### config.mk
export PLATFORM = sky130hd
export DESIGN_NAME = mmpd_top
export DESIGN_NICKNAME = d
export VERILOG_FILES = /design/src/hw/mmpd_top.v /design/src/hw/mmpd_read_mux.v
export VERILOG_INCLUDE_DIRS = /design/src /design/src/hw
export SDC_FILE = /design/constraint.sdc
export NUM_CORES = 1
export LEC_CHECK = 0
export ABC_CLOCK_PERIOD_IN_PS = 3100
export BUFFER_PORTS_ARGS = -buffer_cell sky130_fd_sc_hd__buf_2
export CAP_MARGIN = 20
export CORE_AREA = 2 2 123 125
export CTS_CLUSTER_SIZE = 12
export DETAILED_ROUTE_END_ITERATION = 7
export DIE_AREA = 0 0 125 127
export PLACE_DENSITY = 0.58
export SLEW_MARGIN = 25
export SYNTH_ARGS = -nofsm -noshare
export SYNTH_HDL_FRONTEND = slang
export SYNTH_SLANG_ARGS = --single-unit
### constraint.sdc
create_clock -name i_ref_clk -period 3.1 [get_ports i_ref_clk]
set_input_delay 0 -clock i_ref_clk [delete_from_list [all_inputs] [get_ports i_ref_clk]]
set_output_delay 0 -clock i_ref_clk [all_outputs]
set_load 0.05 [all_outputs]
### src/hw/mmpd_defines.vh
// constants for the memory map page decoder
// Functional notes
// - page index reset/write variant chosen at integration
// - index maps 16K page into 0x8000-0xBFFF
// - index is unsigned page number 0..63
// - far call/return access index directly
// - bus write to index applies next cycle
// - far path update done before instruction ends
// - steer data buses, route outputs, swap bytes
// - decode address by mode and mapping registers
// - only one block select active at once
// - priority debug, regs, ram, eeprom, rom, external
// - expansion window lowest priority
// - expanded modes drop ports A and B
// - port E dropped in expanded modes when its enable set
// - special peripheral mode drops sixteen expansion regs
// - emulation with port K enable drops port K
// - port K bit 7 is emulation select low
// - port K bit 6 is external select low
// - removed or unimplemented space never selects external
// - window accesses drive page bits on extended address
// - window internal or external by partition switches
`ifndef MMPD_DEFINES_VH
`define MMPD_DEFINES_VH
`define MMPD_RST_ANY        8'h00
`define MMPD_RST_SPECIAL    8'h3C
`define MMPD_WIN_LO         16'h8000
`define MMPD_WIN_HI         16'hBFFF
`define MMPD_PG_W           6
// operating modes, mode input encoding
`define MMPD_MODE_SS        3'h0
`define MMPD_MODE_ES        3'h1
`define MMPD_MODE_ST        3'h2
`define MMPD_MODE_EX        3'h3
`define MMPD_MODE_SP        3'h4
`define MMPD_MODE_EN        3'h5
`define MMPD_MODE_NS        3'h6
`define MMPD_MODE_NX        3'h7
// register block offsets of port registers, expansion end and page index
`define MMPD_OFF_PORTA      10'h000
`define MMPD_OFF_PORTB      10'h001
`define MMPD_OFF_DDRA       10'h002
`define MMPD_OFF_DDRB       10'h003
`define MMPD_OFF_PORTE      10'h008
`define MMPD_OFF_DDRE       10'h009
`define MMPD_OFF_EXP_END    10'h00F
`define MMPD_OFF_PORTK      10'h032
`define MMPD_OFF_DDRK       10'h033
`define MMPD_OFF_PAGE       10'h030
// constant extended address outside the window
`define MMPD_XAB_LOW        6'h3D
`define MMPD_XAB_MID        6'h3E
`define MMPD_XAB_TOP        6'h3F
// one-hot select encodings
`define MMPD_SEL_DBG        6'h01
`define MMPD_SEL_REG        6'h02
`define MMPD_SEL_RAM        6'h04
`define MMPD_SEL_EEP        6'h08
`define MMPD_SEL_ROM        6'h10
`define MMPD_SEL_EXT        6'h20
`define MMPD_SEL_NONE       6'h00
`endif

### src/hw/mmpd_top.v
// memory map control: page index, bus steering and select decode
`timescale 1ns/1ps
module mmpd_top #(
    parameter       WRITE_SPECIAL_ONLY = 0,
    parameter [1:0] PARTITION_SWITCHES = 2'b00
) (
    // clock and reset
    input  wire        i_ref_clk,
    input  wire        i_sys_rst,
    // cpu side
    input  wire [15:0] i_cpu_addr,
    input  wire [15:0] i_cpu_wdata,
    input  wire        i_cpu_valid,
    input  wire        i_cpu_write,
    input  wire        i_cpu_swap,
    // far call / return dedicated page path
    input  wire        i_far_wr,
    input  wire [5:0]  i_far_page,
    // mode and mapping controls
    input  wire [2:0]  i_mode,
    input  wire        i_port_e_external_enable,
    input  wire        i_port_k_expansion_enable,
    input  wire        i_rom_enable,
    input  wire [15:0] i_reg_base,
    input  wire [15:0] i_ram_base,
    input  wire [15:0] i_ram_mask,
    input  wire [15:0] i_eep_base,
    input  wire [15:0] i_eep_mask,
    input  wire        i_eep_enable,
    input  wire        i_dbg_active,
    input  wire [10:0] i_reg_impl_top,
    // read data sources
    input  wire [15:0] i_reg_rdata,
    input  wire [15:0] i_dbg_rdata,
    input  wire [15:0] i_ram_rdata,
    input  wire [15:0] i_eep_rdata,
    input  wire [15:0] i_rom_rdata,
    input  wire [15:0] i_ext_rdata,
    // outputs to the cpu
    output reg  [15:0] o_cpu_rdata,
    output reg  [5:0]  o_far_page,
    // outgoing core buses
    output reg  [15:0] o_core_addr,
    output reg  [15:0] o_core_wdata,
    output reg         o_core_write,
    // block select, one-hot, and program page select
    output reg  [5:0]  o_block_sel,
    output reg  [7:0]  o_program_page_select,
    // port K pins
    output reg  [5:0]  o_extended_page_address,
    output reg         o_emulation_chip_select_n,
    output reg         o_external_chip_select_n,
    output reg         o_port_k_hi_is_select
);
`include "mmpd_defines.vh"

    localparam integer PGW = `MMPD_PG_W;
    // reset value is paired with the write variant chosen at integration
    localparam [7:0] RST_VAL = (WRITE_SPECIAL_ONLY != 0) ?
                               `MMPD_RST_SPECIAL : `MMPD_RST_ANY;

    reg  [5:0]  page_index_bits_reg;
    reg  [5:0]  page_index_bits_next;
    reg  [5:0]  bus_pend_reg;
    reg         bus_pend_valid_reg;
    wire [15:0] rd_mux;
    reg  [5:0]  sel;
    reg         in_win;
    reg         win_internal;
    reg  [9:0]  reg_off;
    reg         in_reg_blk;
    reg         reg_removed;
    reg         reg_unimpl;
    reg         emu_cs;
    reg         ext_cs;
    reg  [5:0]  xab;
    wire        page_off_hit;

    // range test used by the register, ram and eeprom decode branches
    function in_range;
        input [15:0] a;
        input [15:0] base;
        input [15:0] mask;
        begin
            in_range = ((a & mask) == (base & mask));
        end
    endfunction

    // mode class helpers
    function is_expanded;
        input [2:0] m;
        begin
            is_expanded = (m == `MMPD_MODE_ES) || (m == `MMPD_MODE_EX) ||
                          (m == `MMPD_MODE_EN) || (m == `MMPD_MODE_NX);
        end
    endfunction

    function is_emulation;
        input [2:0] m;
        begin
            is_emulation = (m == `MMPD_MODE_EX) || (m == `MMPD_MODE_EN);
        end
    endfunction

    function is_special;
        input [2:0] m;
        begin
            is_special = ~m[2];
        end
    endfunction

    // first page index that is on chip for each partition
    function [5:0] first_internal;
        input [1:0] sw;
        begin
            case (sw)
                2'b00:   first_internal = 6'h38;
                2'b01:   first_internal = 6'h30;
                2'b10:   first_internal = 6'h20;
                default: first_internal = 6'h00;
            endcase
        end
    endfunction

    // page window is on chip only at or above the partition split
    function page_internal;
        input [5:0] pg;
        input [1:0] sw;
        begin
            page_internal = (sw == 2'b11) || (pg >= first_internal(sw));
        end
    endfunction

    // register block offset decode; block is 1K aligned, so the
    // low address bits already are the offset
    always @* begin
        in_reg_blk = in_range(i_cpu_addr, i_reg_base, 16'hFC00);
        reg_off    = i_cpu_addr[9:0];
        reg_removed = 1'b0;
        if (is_expanded(i_mode) &&
            (reg_off <= `MMPD_OFF_DDRB)) begin
            reg_removed = 1'b1;
        end
        if (is_expanded(i_mode) && i_port_e_external_enable &&
            ((reg_off == `MMPD_OFF_PORTE) ||
             (reg_off == `MMPD_OFF_DDRE))) begin
            reg_removed = 1'b1;
        end
        if ((i_mode == `MMPD_MODE_SP) &&
            (reg_off <= `MMPD_OFF_EXP_END)) begin
            reg_removed = 1'b1;
        end
        if (is_emulation(i_mode) && i_port_k_expansion_enable &&
            ((reg_off == `MMPD_OFF_PORTK) ||
             (reg_off == `MMPD_OFF_DDRK))) begin
            reg_removed = 1'b1;
        end
        // offsets past the top of the implemented range are holes
        reg_unimpl = ({1'b0, reg_off} > i_reg_impl_top);
    end

    // page index location; shared by the write stage and read-back
    assign page_off_hit = in_reg_blk && (reg_off == `MMPD_OFF_PAGE);

    // prioritised one-hot select
    always @* begin
        // window bounds are inclusive at both ends
        in_win = (i_cpu_addr >= `MMPD_WIN_LO) &&
                 (i_cpu_addr <= `MMPD_WIN_HI);
        win_internal = page_internal(page_index_bits_reg,
                                     PARTITION_SWITCHES);
        // idle cycles select nothing, so no chip select can glitch out
        sel = `MMPD_SEL_NONE;
        if (!i_cpu_valid) begin
            sel = `MMPD_SEL_NONE;
        end else if (i_dbg_active) begin
            sel = `MMPD_SEL_DBG;
        end else if (in_reg_blk && !reg_removed && !reg_unimpl) begin
            sel = `MMPD_SEL_REG;
        end else if (in_reg_blk && !reg_removed) begin
            sel = `MMPD_SEL_NONE;
        end else if (in_reg_blk) begin
            // removed or missing registers stay dark instead of letting
            // ram or the external bus show through the hole
            sel = `MMPD_SEL_NONE;
        end else if (in_range(i_cpu_addr, i_ram_base, i_ram_mask)) begin
            sel = `MMPD_SEL_RAM;
        end else if (i_eep_enable &&
                     in_range(i_cpu_addr, i_eep_base, i_eep_mask)) begin
            sel = `MMPD_SEL_EEP;
        end else if (i_rom_enable && i_cpu_addr[15:14] != 2'b00 &&
                     (!in_win || win_internal)) begin
            sel = `MMPD_SEL_ROM;
        end else if (is_expanded(i_mode)) begin
            sel = `MMPD_SEL_EXT;
        end
    end

    // port K chip selects; external select only covers claimed space
    // because removed and unimplemented holes decode to no select
    always @* begin
        emu_cs = i_port_k_expansion_enable && is_emulation(i_mode) &&
                 (sel == `MMPD_SEL_ROM);
        ext_cs = i_port_k_expansion_enable && !emu_cs &&
                 (sel == `MMPD_SEL_EXT);
    end

    // extended address: page bits inside the window, fixed codes outside
    always @* begin
        if (in_win) begin
            xab = page_index_bits_reg;
        end else if (i_cpu_addr[15:14] == 2'b00) begin
            xab = `MMPD_XAB_LOW;
        end else if (i_cpu_addr[15:14] == 2'b01) begin
            xab = `MMPD_XAB_MID;
        end else begin
            xab = `MMPD_XAB_TOP;
        end
    end

    // page index next value; far path wins over a staged bus write so
    // the instruction leaves with its own page in place
    always @* begin
        page_index_bits_next = page_index_bits_reg;
        if (bus_pend_valid_reg) begin
            page_index_bits_next = bus_pend_reg;
        end
        if (i_far_wr) begin
            page_index_bits_next = i_far_page;
        end
    end

    // bus write staged one cycle before it applies
    // wdata is captured every cycle; only the valid flag gates it
    always @(posedge i_ref_clk or posedge i_sys_rst) begin
        if (i_sys_rst) begin
            bus_pend_reg       <= 6'h00;
            bus_pend_valid_reg <= 1'b0;
        end else begin
            bus_pend_reg       <= i_cpu_wdata[PGW-1:0];
            bus_pend_valid_reg <= i_cpu_valid && i_cpu_write &&
                page_off_hit &&
                (!WRITE_SPECIAL_ONLY || is_special(i_mode));
        end
    end

    // index register; reset value tied to write variant
    always @(posedge i_ref_clk or posedge i_sys_rst) begin
        if (i_sys_rst) begin
            page_index_bits_reg <= RST_VAL[5:0];
        end else begin
            page_index_bits_reg <= page_index_bits_next;
        end
    end

    // read steering; the swap is applied after the source is picked
    mmpd_read_mux u_read_mux (
        .i_sel      (sel),
        .i_swap     (i_cpu_swap),
        .i_reg_data (i_reg_rdata),
        .i_dbg_data (i_dbg_rdata),
        .i_ram_data (i_ram_rdata),
        .i_eep_data (i_eep_rdata),
        .i_rom_data (i_rom_rdata),
        .i_ext_data (i_ext_rdata),
        .o_data     (rd_mux)
    );

    // registered outputs; register read of page index overlays
    always @(posedge i_ref_clk or posedge i_sys_rst) begin
        if (i_sys_rst) begin
            o_cpu_rdata               <= 16'h0000;
            o_far_page                <= RST_VAL[5:0];
            o_core_addr               <= 16'h0000;
            o_core_wdata              <= 16'h0000;
            o_core_write              <= 1'b0;
            o_block_sel               <= `MMPD_SEL_NONE;
            o_program_page_select     <= {2'b00, RST_VAL[5:0]};
            o_extended_page_address   <= 6'h00;
            o_emulation_chip_select_n <= 1'b1;
            o_external_chip_select_n  <= 1'b1;
            o_port_k_hi_is_select     <= 1'b0;
        end else begin
            // page index has no read source of its own, so overlay it
            if ((sel == `MMPD_SEL_REG) && page_off_hit) begin
                o_cpu_rdata <= {10'h000, page_index_bits_reg};
            end else begin
                o_cpu_rdata <= rd_mux;
            end
            o_far_page              <= page_index_bits_next;
            o_core_addr             <= i_cpu_addr;
            o_core_wdata            <= i_cpu_wdata;
            o_core_write            <= i_cpu_valid & i_cpu_write;
            o_block_sel             <= sel;
            o_program_page_select   <= {2'b00, page_index_bits_next};
            o_extended_page_address <= xab;
            o_emulation_chip_select_n <= ~emu_cs;
            o_external_chip_select_n  <= ~ext_cs;
            o_port_k_hi_is_select   <= i_port_k_expansion_enable;
        end
    end
endmodule // mmpd_top

### src/hw/mmpd_read_mux.v
// read data steering and byte swap toward the cpu
`timescale 1ns/1ps
module mmpd_read_mux (
    // select and data sources
    input  wire [5:0]  i_sel,
    input  wire        i_swap,
    input  wire [15:0] i_reg_data,
    input  wire [15:0] i_dbg_data,
    input  wire [15:0] i_ram_data,
    input  wire [15:0] i_eep_data,
    input  wire [15:0] i_rom_data,
    input  wire [15:0] i_ext_data,
    // steered result
    output reg  [15:0] o_data
);
`include "mmpd_defines.vh"
    reg [15:0] raw;
    // one source per one-hot select; none gives zero
    always @* begin
        case (i_sel)
            `MMPD_SEL_DBG: raw = i_dbg_data;
            `MMPD_SEL_REG: raw = i_reg_data;
            `MMPD_SEL_RAM: raw = i_ram_data;
            `MMPD_SEL_EEP: raw = i_eep_data;
            `MMPD_SEL_ROM: raw = i_rom_data;
            `MMPD_SEL_EXT: raw = i_ext_data;
            default:       raw = 16'h0000;
        endcase
        o_data = i_swap ? {raw[7:0], raw[15:8]} : raw;
    end
endmodule // mmpd_read_mux

; ---- After elaboration in Yosys (flattened, before gate mapping)
; Cells that the tools add are included.
[word_totals]
register_bits = 77
input_bits = 239
word_cells = 99
[classes]
order_cmp = 6
n_eq_ne = 20
muxes = 21
bitwise = 7
n_reduce_logical = 33
[op_table]
columns = cell, count
row1 = 16-bit one-hot mux with 6 select lines, 1
row2 = 6-bit 2-to-1 mux, 12
row3 = 16-bit bitwise AND, 4
row4 = 16-bit equality test, 2
row5 = 16-bit 2-to-1 mux, 2
row6 = 10-bit by 6-bit equality test with 1-bit output (second input constant), 3
row7 = 10-bit by 4-bit equality test with 1-bit output (second input constant), 2
row8 = 1-bit logical AND, 19
row9 = 16-bit >= comparator (second input constant), 1
row10 = 16-bit less-or-equal comparator (second input constant), 1
row11 = 10-bit by 11-bit greater-than comparator with 1-bit output, 1
row12 = 10-bit by 2-bit less-or-equal comparator with 1-bit output (second input constant), 1
row13 = 10-bit by 4-bit less-or-equal comparator with 1-bit output (second input constant), 1
row14 = 3-bit equality test (second input constant), 3
row15 = 1-bit logical OR, 7
row16 = 6-bit by 1-bit equality test with 1-bit output (second input constant), 1
row17 = 6-bit by 2-bit equality test with 1-bit output (second input constant), 1
row18 = 6-bit by 3-bit equality test with 1-bit output (second input constant), 1
row19 = 6-bit by 4-bit equality test with 1-bit output (second input constant), 1
row20 = 6-bit by 5-bit equality test with 1-bit output (second input constant), 1
row21 = 6-bit equality test, 1
row22 = 6-bit equality test (second input constant), 1
row23 = 6-bit >= comparator (second input constant), 1
row24 = 1-bit 2-to-1 mux, 5
row25 = 9 further kinds, 14

; ---- Depth between registers and ports, before layout
[depth]
depth_word = 21
depth_mapped = 12

; ---- Hierarchy
; From an unflattened synthesis, not the netlist that was laid out.
[unflattened]
cells_unflattened = 383
hier_area_um2 = 4117.7
[by_module_without_submodules]
columns = module, instances, cells_each, area_per_inst_um2, seq_area_each_um2
row1 = mmpd_top, 1, 259, 3156.8, 1779.2
row2 = mmpd_read_mux, 1, 124, 960.9, 0.0

; ---- Least setup slack after synthesis
; Ideal clock, no wire load.
[synth_path]
path_kind = register to register
start = register o_program_page_select[4] (netlist name)
end = register o_cpu_rdata[5]
setup_ns = 0.095
arrival_time_ns = 2.189
path_slack_ns = 0.815
path_stages_with_launch = 9
n_path_buf = 2
period_less_slack_ns = 2.285
path_cell_list = dfrtp_1 > a41o_1 > and2_0 > clkbuf_1 > clkbuf_1 > a21oi_1 > a211oi_1 > a2111oi_2 > o31ai_1
[synth_rtl]
columns = item, line
row1 = end signal: assignment, mmpd_top.v:286  ; o_cpu_rdata <= {10'h000, page_index_bits_reg};
row2 = end signal: assignment, mmpd_top.v:288  ; o_cpu_rdata <= rd_mux;
row3 = end: declaration, mmpd_top.v:40  ; output reg [15:0] o_cpu_rdata,

; ---- Final worst setup path
[layout_path]
start = input i_cpu_addr[8]
end = register o_cpu_rdata[0]
[layout_between]
elab_chain_len = 17
word_cells_on_any_way = 52
[layout_rtl]
columns = item, line
row1 = start: declaration, mmpd_top.v:11  ; input wire [15:0] i_cpu_addr,
row2 = 16-bit >= comparator (no line) or 16-bit less-or-equal comparator (tied branches), --
row3 = 1-bit logical AND, mmpd_top.v:168  ; in_win = (i_cpu_addr >= `MMPD_WIN_LO) &&
row4 = 1-bit zero test, mmpd_top.v:192  ; (!in_win || win_internal)) begin
row5 = 1-bit logical OR, mmpd_top.v:192
row6 = 1-bit logical AND, mmpd_top.v:191  ; end else if (i_rom_enable && i_cpu_addr[15:14] != 2'b00 &&
row7 = 6-bit 2-to-1 mux, mmpd_top.v:191
row8 = 6-bit 2-to-1 mux, mmpd_top.v:188  ; end else if (i_eep_enable &&
row9 = 6-bit 2-to-1 mux, mmpd_top.v:186  ; end else if (in_range(i_cpu_addr, i_ram_base, i_ram_mask)) begin
row10 = 6-bit 2-to-1 mux, mmpd_top.v:182  ; end else if (in_reg_blk) begin
row11 = 6-bit 2-to-1 mux, mmpd_top.v:180  ; end else if (in_reg_blk && !reg_removed) begin
row12 = 6-bit 2-to-1 mux, mmpd_top.v:178  ; end else if (in_reg_blk && !reg_removed && !reg_unimpl) begin
row13 = 6-bit 2-to-1 mux, mmpd_top.v:176  ; end else if (i_dbg_active) begin
row14 = 6-bit 2-to-1 mux, mmpd_top.v:174  ; if (!i_cpu_valid) begin
row15 = 6-bit equality test (tied with other cells), mmpd_read_mux.v:20  ; case (i_sel)
row16 = 16-bit one-hot mux with 6 select lines, mmpd_read_mux.v:20
row17 = 16-bit 2-to-1 mux, mmpd_read_mux.v:29  ; o_data = i_swap ? {raw[7:0], raw[15:8]} : raw;
row18 = 16-bit 2-to-1 mux *, mmpd_top.v:285  ; if ((sel == `MMPD_SEL_REG) && page_off_hit) begin
; Every way passes the cells marked *; elsewhere a longest branch is shown, timed or not.
; A chain may end at the register's enable or synchronous reset.

==> results.yml <==
final_layout:
  nets: 989
  fin_util: 0.454
  drive_above_1_share: 0.455
  largestRegisters: "o_core_addr (16), o_cpu_rdata (16), o_core_wdata (11)"
  area_delta_synth_final_pct: 56.7
  most-common-layout-cells: "buf_2, dfrtp_1, dlygate4sd3_1"
  layout_commonest_cell: "buf_2"
  fillers: 1449
die:
  rows: 44
  dieArea_um2: 15900
  start_util: 0.289
  fp.dieW_um: 125
  coreArea_um2: 14400
  dieHeight_um: 127
  ios: 317
critical_path:
  r2r.worst_path.cells: 6
  crit_required_ns: 3.30
  cp.arrival_ns: 3.12
  start_kind: "primary input"
  critPathKind: "primary input to flip-flop"
  r2r-end: "o_cpu_rdata[2]"
  crit_path_end_kind: "flip-flop"
  r2r_start: "o_program_page_select[3]"
  crit_fanout: 17
  r2r_slack_ns: 0.46
  worstSetupStartpoint: "i_cpu_addr[8]"
sta:
  worst_pin_slew_ns: 0.797
  final.setup.tns_ns: 0
  fin_skew_ns: 0.00749
  hold_viol_final: 0
  finalCritPeriodShare: 0.943
  fin_crit_ns: 2.92
  slew_viol_final: 0
  grt_setup_unrepaired: "no"
  finalSetupViolations: 0
  fmax_mhz: 342
  slew_headroom: 0.468
pwr:
  p_int_mw: 1.94
  pwr-share-seq: 0.350
  p_sw_mw: 0.943
  p_sw_frac: 0.327
  p_comb_frac: 0.279
  power_density_nw_per_um2: 441
  cellLeakagePower_nw: 3.23
  pwr-share-clk: 0.371
  irDropWorstVdd_v: 0.000248
synthesis:
  synth_simple_gate_area_frac: 0.176
  synth-edff-count: 0
  avgSynthCellArea_um2: 10.3
  synth_compound_gate_area_share: 0.213
  yosys.area_share.xor_xnor: 0.0818
  yosys_warnings: 0
  yosysUniqueCellTypes: 56
  async_flop_share: 1.00
  yosys.area_share.adder: 0.0300
  syn_area_um2: 4170
  synth_ff_type: "dfrtp_1"
  ys_seq_area_frac: 0.426
  synthMuxAreaShare: 0.0144
  netlist_instances: 405
  synth_seq_cells: 71
  synth_top_family_by_area: "compound AO/OA/AOI/OAI gates"
grt:
  overflow: 0
  grt_usage: 0.213
  grt_pass1_vias: 4946
  grt_antenna_before_repair: 1
  grt_start_max_net_pins: 45
  grt_first_pass_wirelength_um: 25900
drt:
  dr.pass1.iters: 5
  ant_nets: 0
  drc: 0
  drt_iter0_drc: 239
  num_vias: 4599
  wl_per_cell_um: 18.5
  routed_via_density: 4.95
  wl_um: 17200
clock_network:
  hold_buffers: 47
  clk_pin_slew_worst_paths_ns: 0.06
  cts-htree-levels: 3
  cts_tree: "yes"
  clock_latency_ns: 0.34
  post-cts-setup-buffer-count: 0
  clk_path_buf_depth: 2
  cts_buffers: 9
  root_buffer: "clkbuf_16"
  ctsResizeCount: 0
  clock-sinks: 71
min_path:
  min_path_type: "primary input to flip-flop"
  min-delay-start: "i_far_wr"
  min_to: "o_program_page_select[2]"
  hold_depth: 3
placement:
  dp.final_hpwl_um: 13700
  portBuffers: 304
  place_congestion: 0.981
run:
  drv_cap: 0
outcome:
  status: "finished clean"
[per-layer routing]
layer / global-route usage / share of wire / routed length (um)
met5: 0 / 0 / 0
met4: 0.0797 / 0.023 / 399
met3: 0.0528 / 0.069 / 1190
met2: 0.382 / 0.51 / 8770
met1: 0.247 / 0.40 / 6850
[final cells by class]
type | count | area, um2 | area share
antenna | 1 | 2.50 | 0.000382
clock buffer | 12 | 256 | 0.0392
inverter | 14 | 53.8 | 0.00822
timing repair buffer | 354 | 2010 | 0.308
multi-input combinational | 290 | 2150 | 0.329
clock inverter | 4 | 51.3 | 0.00784
tap | 184 | 230 | 0.0352
sequential | 71 | 1780 | 0.272
[cell usage after synthesis (6+ instances only)]
master | n | share of area
a2111oi_0 | 24 | 0.050
a211oi_1 | 10 | 0.018
a21oi_1 | 20 | 0.024
a22o_1 | 16 | 0.034
a22oi_1 | 15 | 0.027
and3_1 | 19 | 0.028
buf_4 | 11 | 0.020
clkbuf_1 | 13 | 0.012
dfrtp_1 | 69 | 0.41
ha_1 | 10 | 0.030
inv_1 | 14 | 0.013
mux2i_1 | 6 | 0.014
nand2_1 | 20 | 0.018
nand2b_1 | 7 | 0.010
nand4_1 | 6 | 0.0090
nor3_1 | 14 | 0.017
nor3b_1 | 9 | 0.016
nor4_1 | 8 | 0.012
o21ai_0 | 10 | 0.012
o31ai_1 | 6 | 0.011
xnor2_1 | 6 | 0.013
xor2_1 | 33 | 0.069
[worst max-delay path, stage by stage]
cell and delay [ns]:
dlygate4sd3_1 0.54, buf_2 0.17, ha_1 0.30, a211oi_1 0.08, or3_1 0.39, a21oi_1 0.16
o31a_1 0.54, nor2_4 0.18, a2111oi_0 0.63, o31ai_1 0.13
[logic make-up (layout without fill, tap and decap cells)]
kind of cell / Yosys count / count (layout)
flip-flops: 71 / 71
multiplexers: 6 / 6
other: 1 / 3
buffers and inverters: 45 / 384
AND/OR/NAND/NOR: 113 / 113
AO/OA/AOI/OAI: 120 / 120
XOR/XNOR: 39 / 39
adder cells (fa/ha/maj): 10 / 10
[metrics by stage]
stage                     power [mW]  hold slack [ns]  setup slack [ns]  area, um2  std cells
after floorplan                 1.49           0.0314             0.815       4180        406
after global placement          1.77            0.109             0.546       5760        866
after detailed placement        1.78            0.109             0.430       5760        866
after CTS                       2.91          0.00229             0.246       6540        929
after global routing            3.02           0.0371            0.0700       6540        930
final                           2.88           0.0139             0.176       6540        930
[worst max-delay path by stage]
stage                           end  depth (start not counted)
finish               o_cpu_rdata[0]                         10
global placement    o_cpu_rdata[14]                          8
CTS                  o_cpu_rdata[0]                         10
global route         o_cpu_rdata[0]                         10
floorplan            o_cpu_rdata[5]                          8
detailed placement   o_cpu_rdata[0]                          9
[power by group through the flow]
stage / clock (mW) / combinational, mW / sequential, mW
after detailed placement: 0 / 0.758 / 1.03
final: 1.07 / 0.804 / 1.01
after CTS: 1.09 / 0.805 / 1.01
after floorplan: 0 / 0.266 / 1.22
after global routing: 1.14 / 0.863 / 1.02
after global placement: 0 / 0.746 / 1.03
Power figures use the tool's default switching activity.
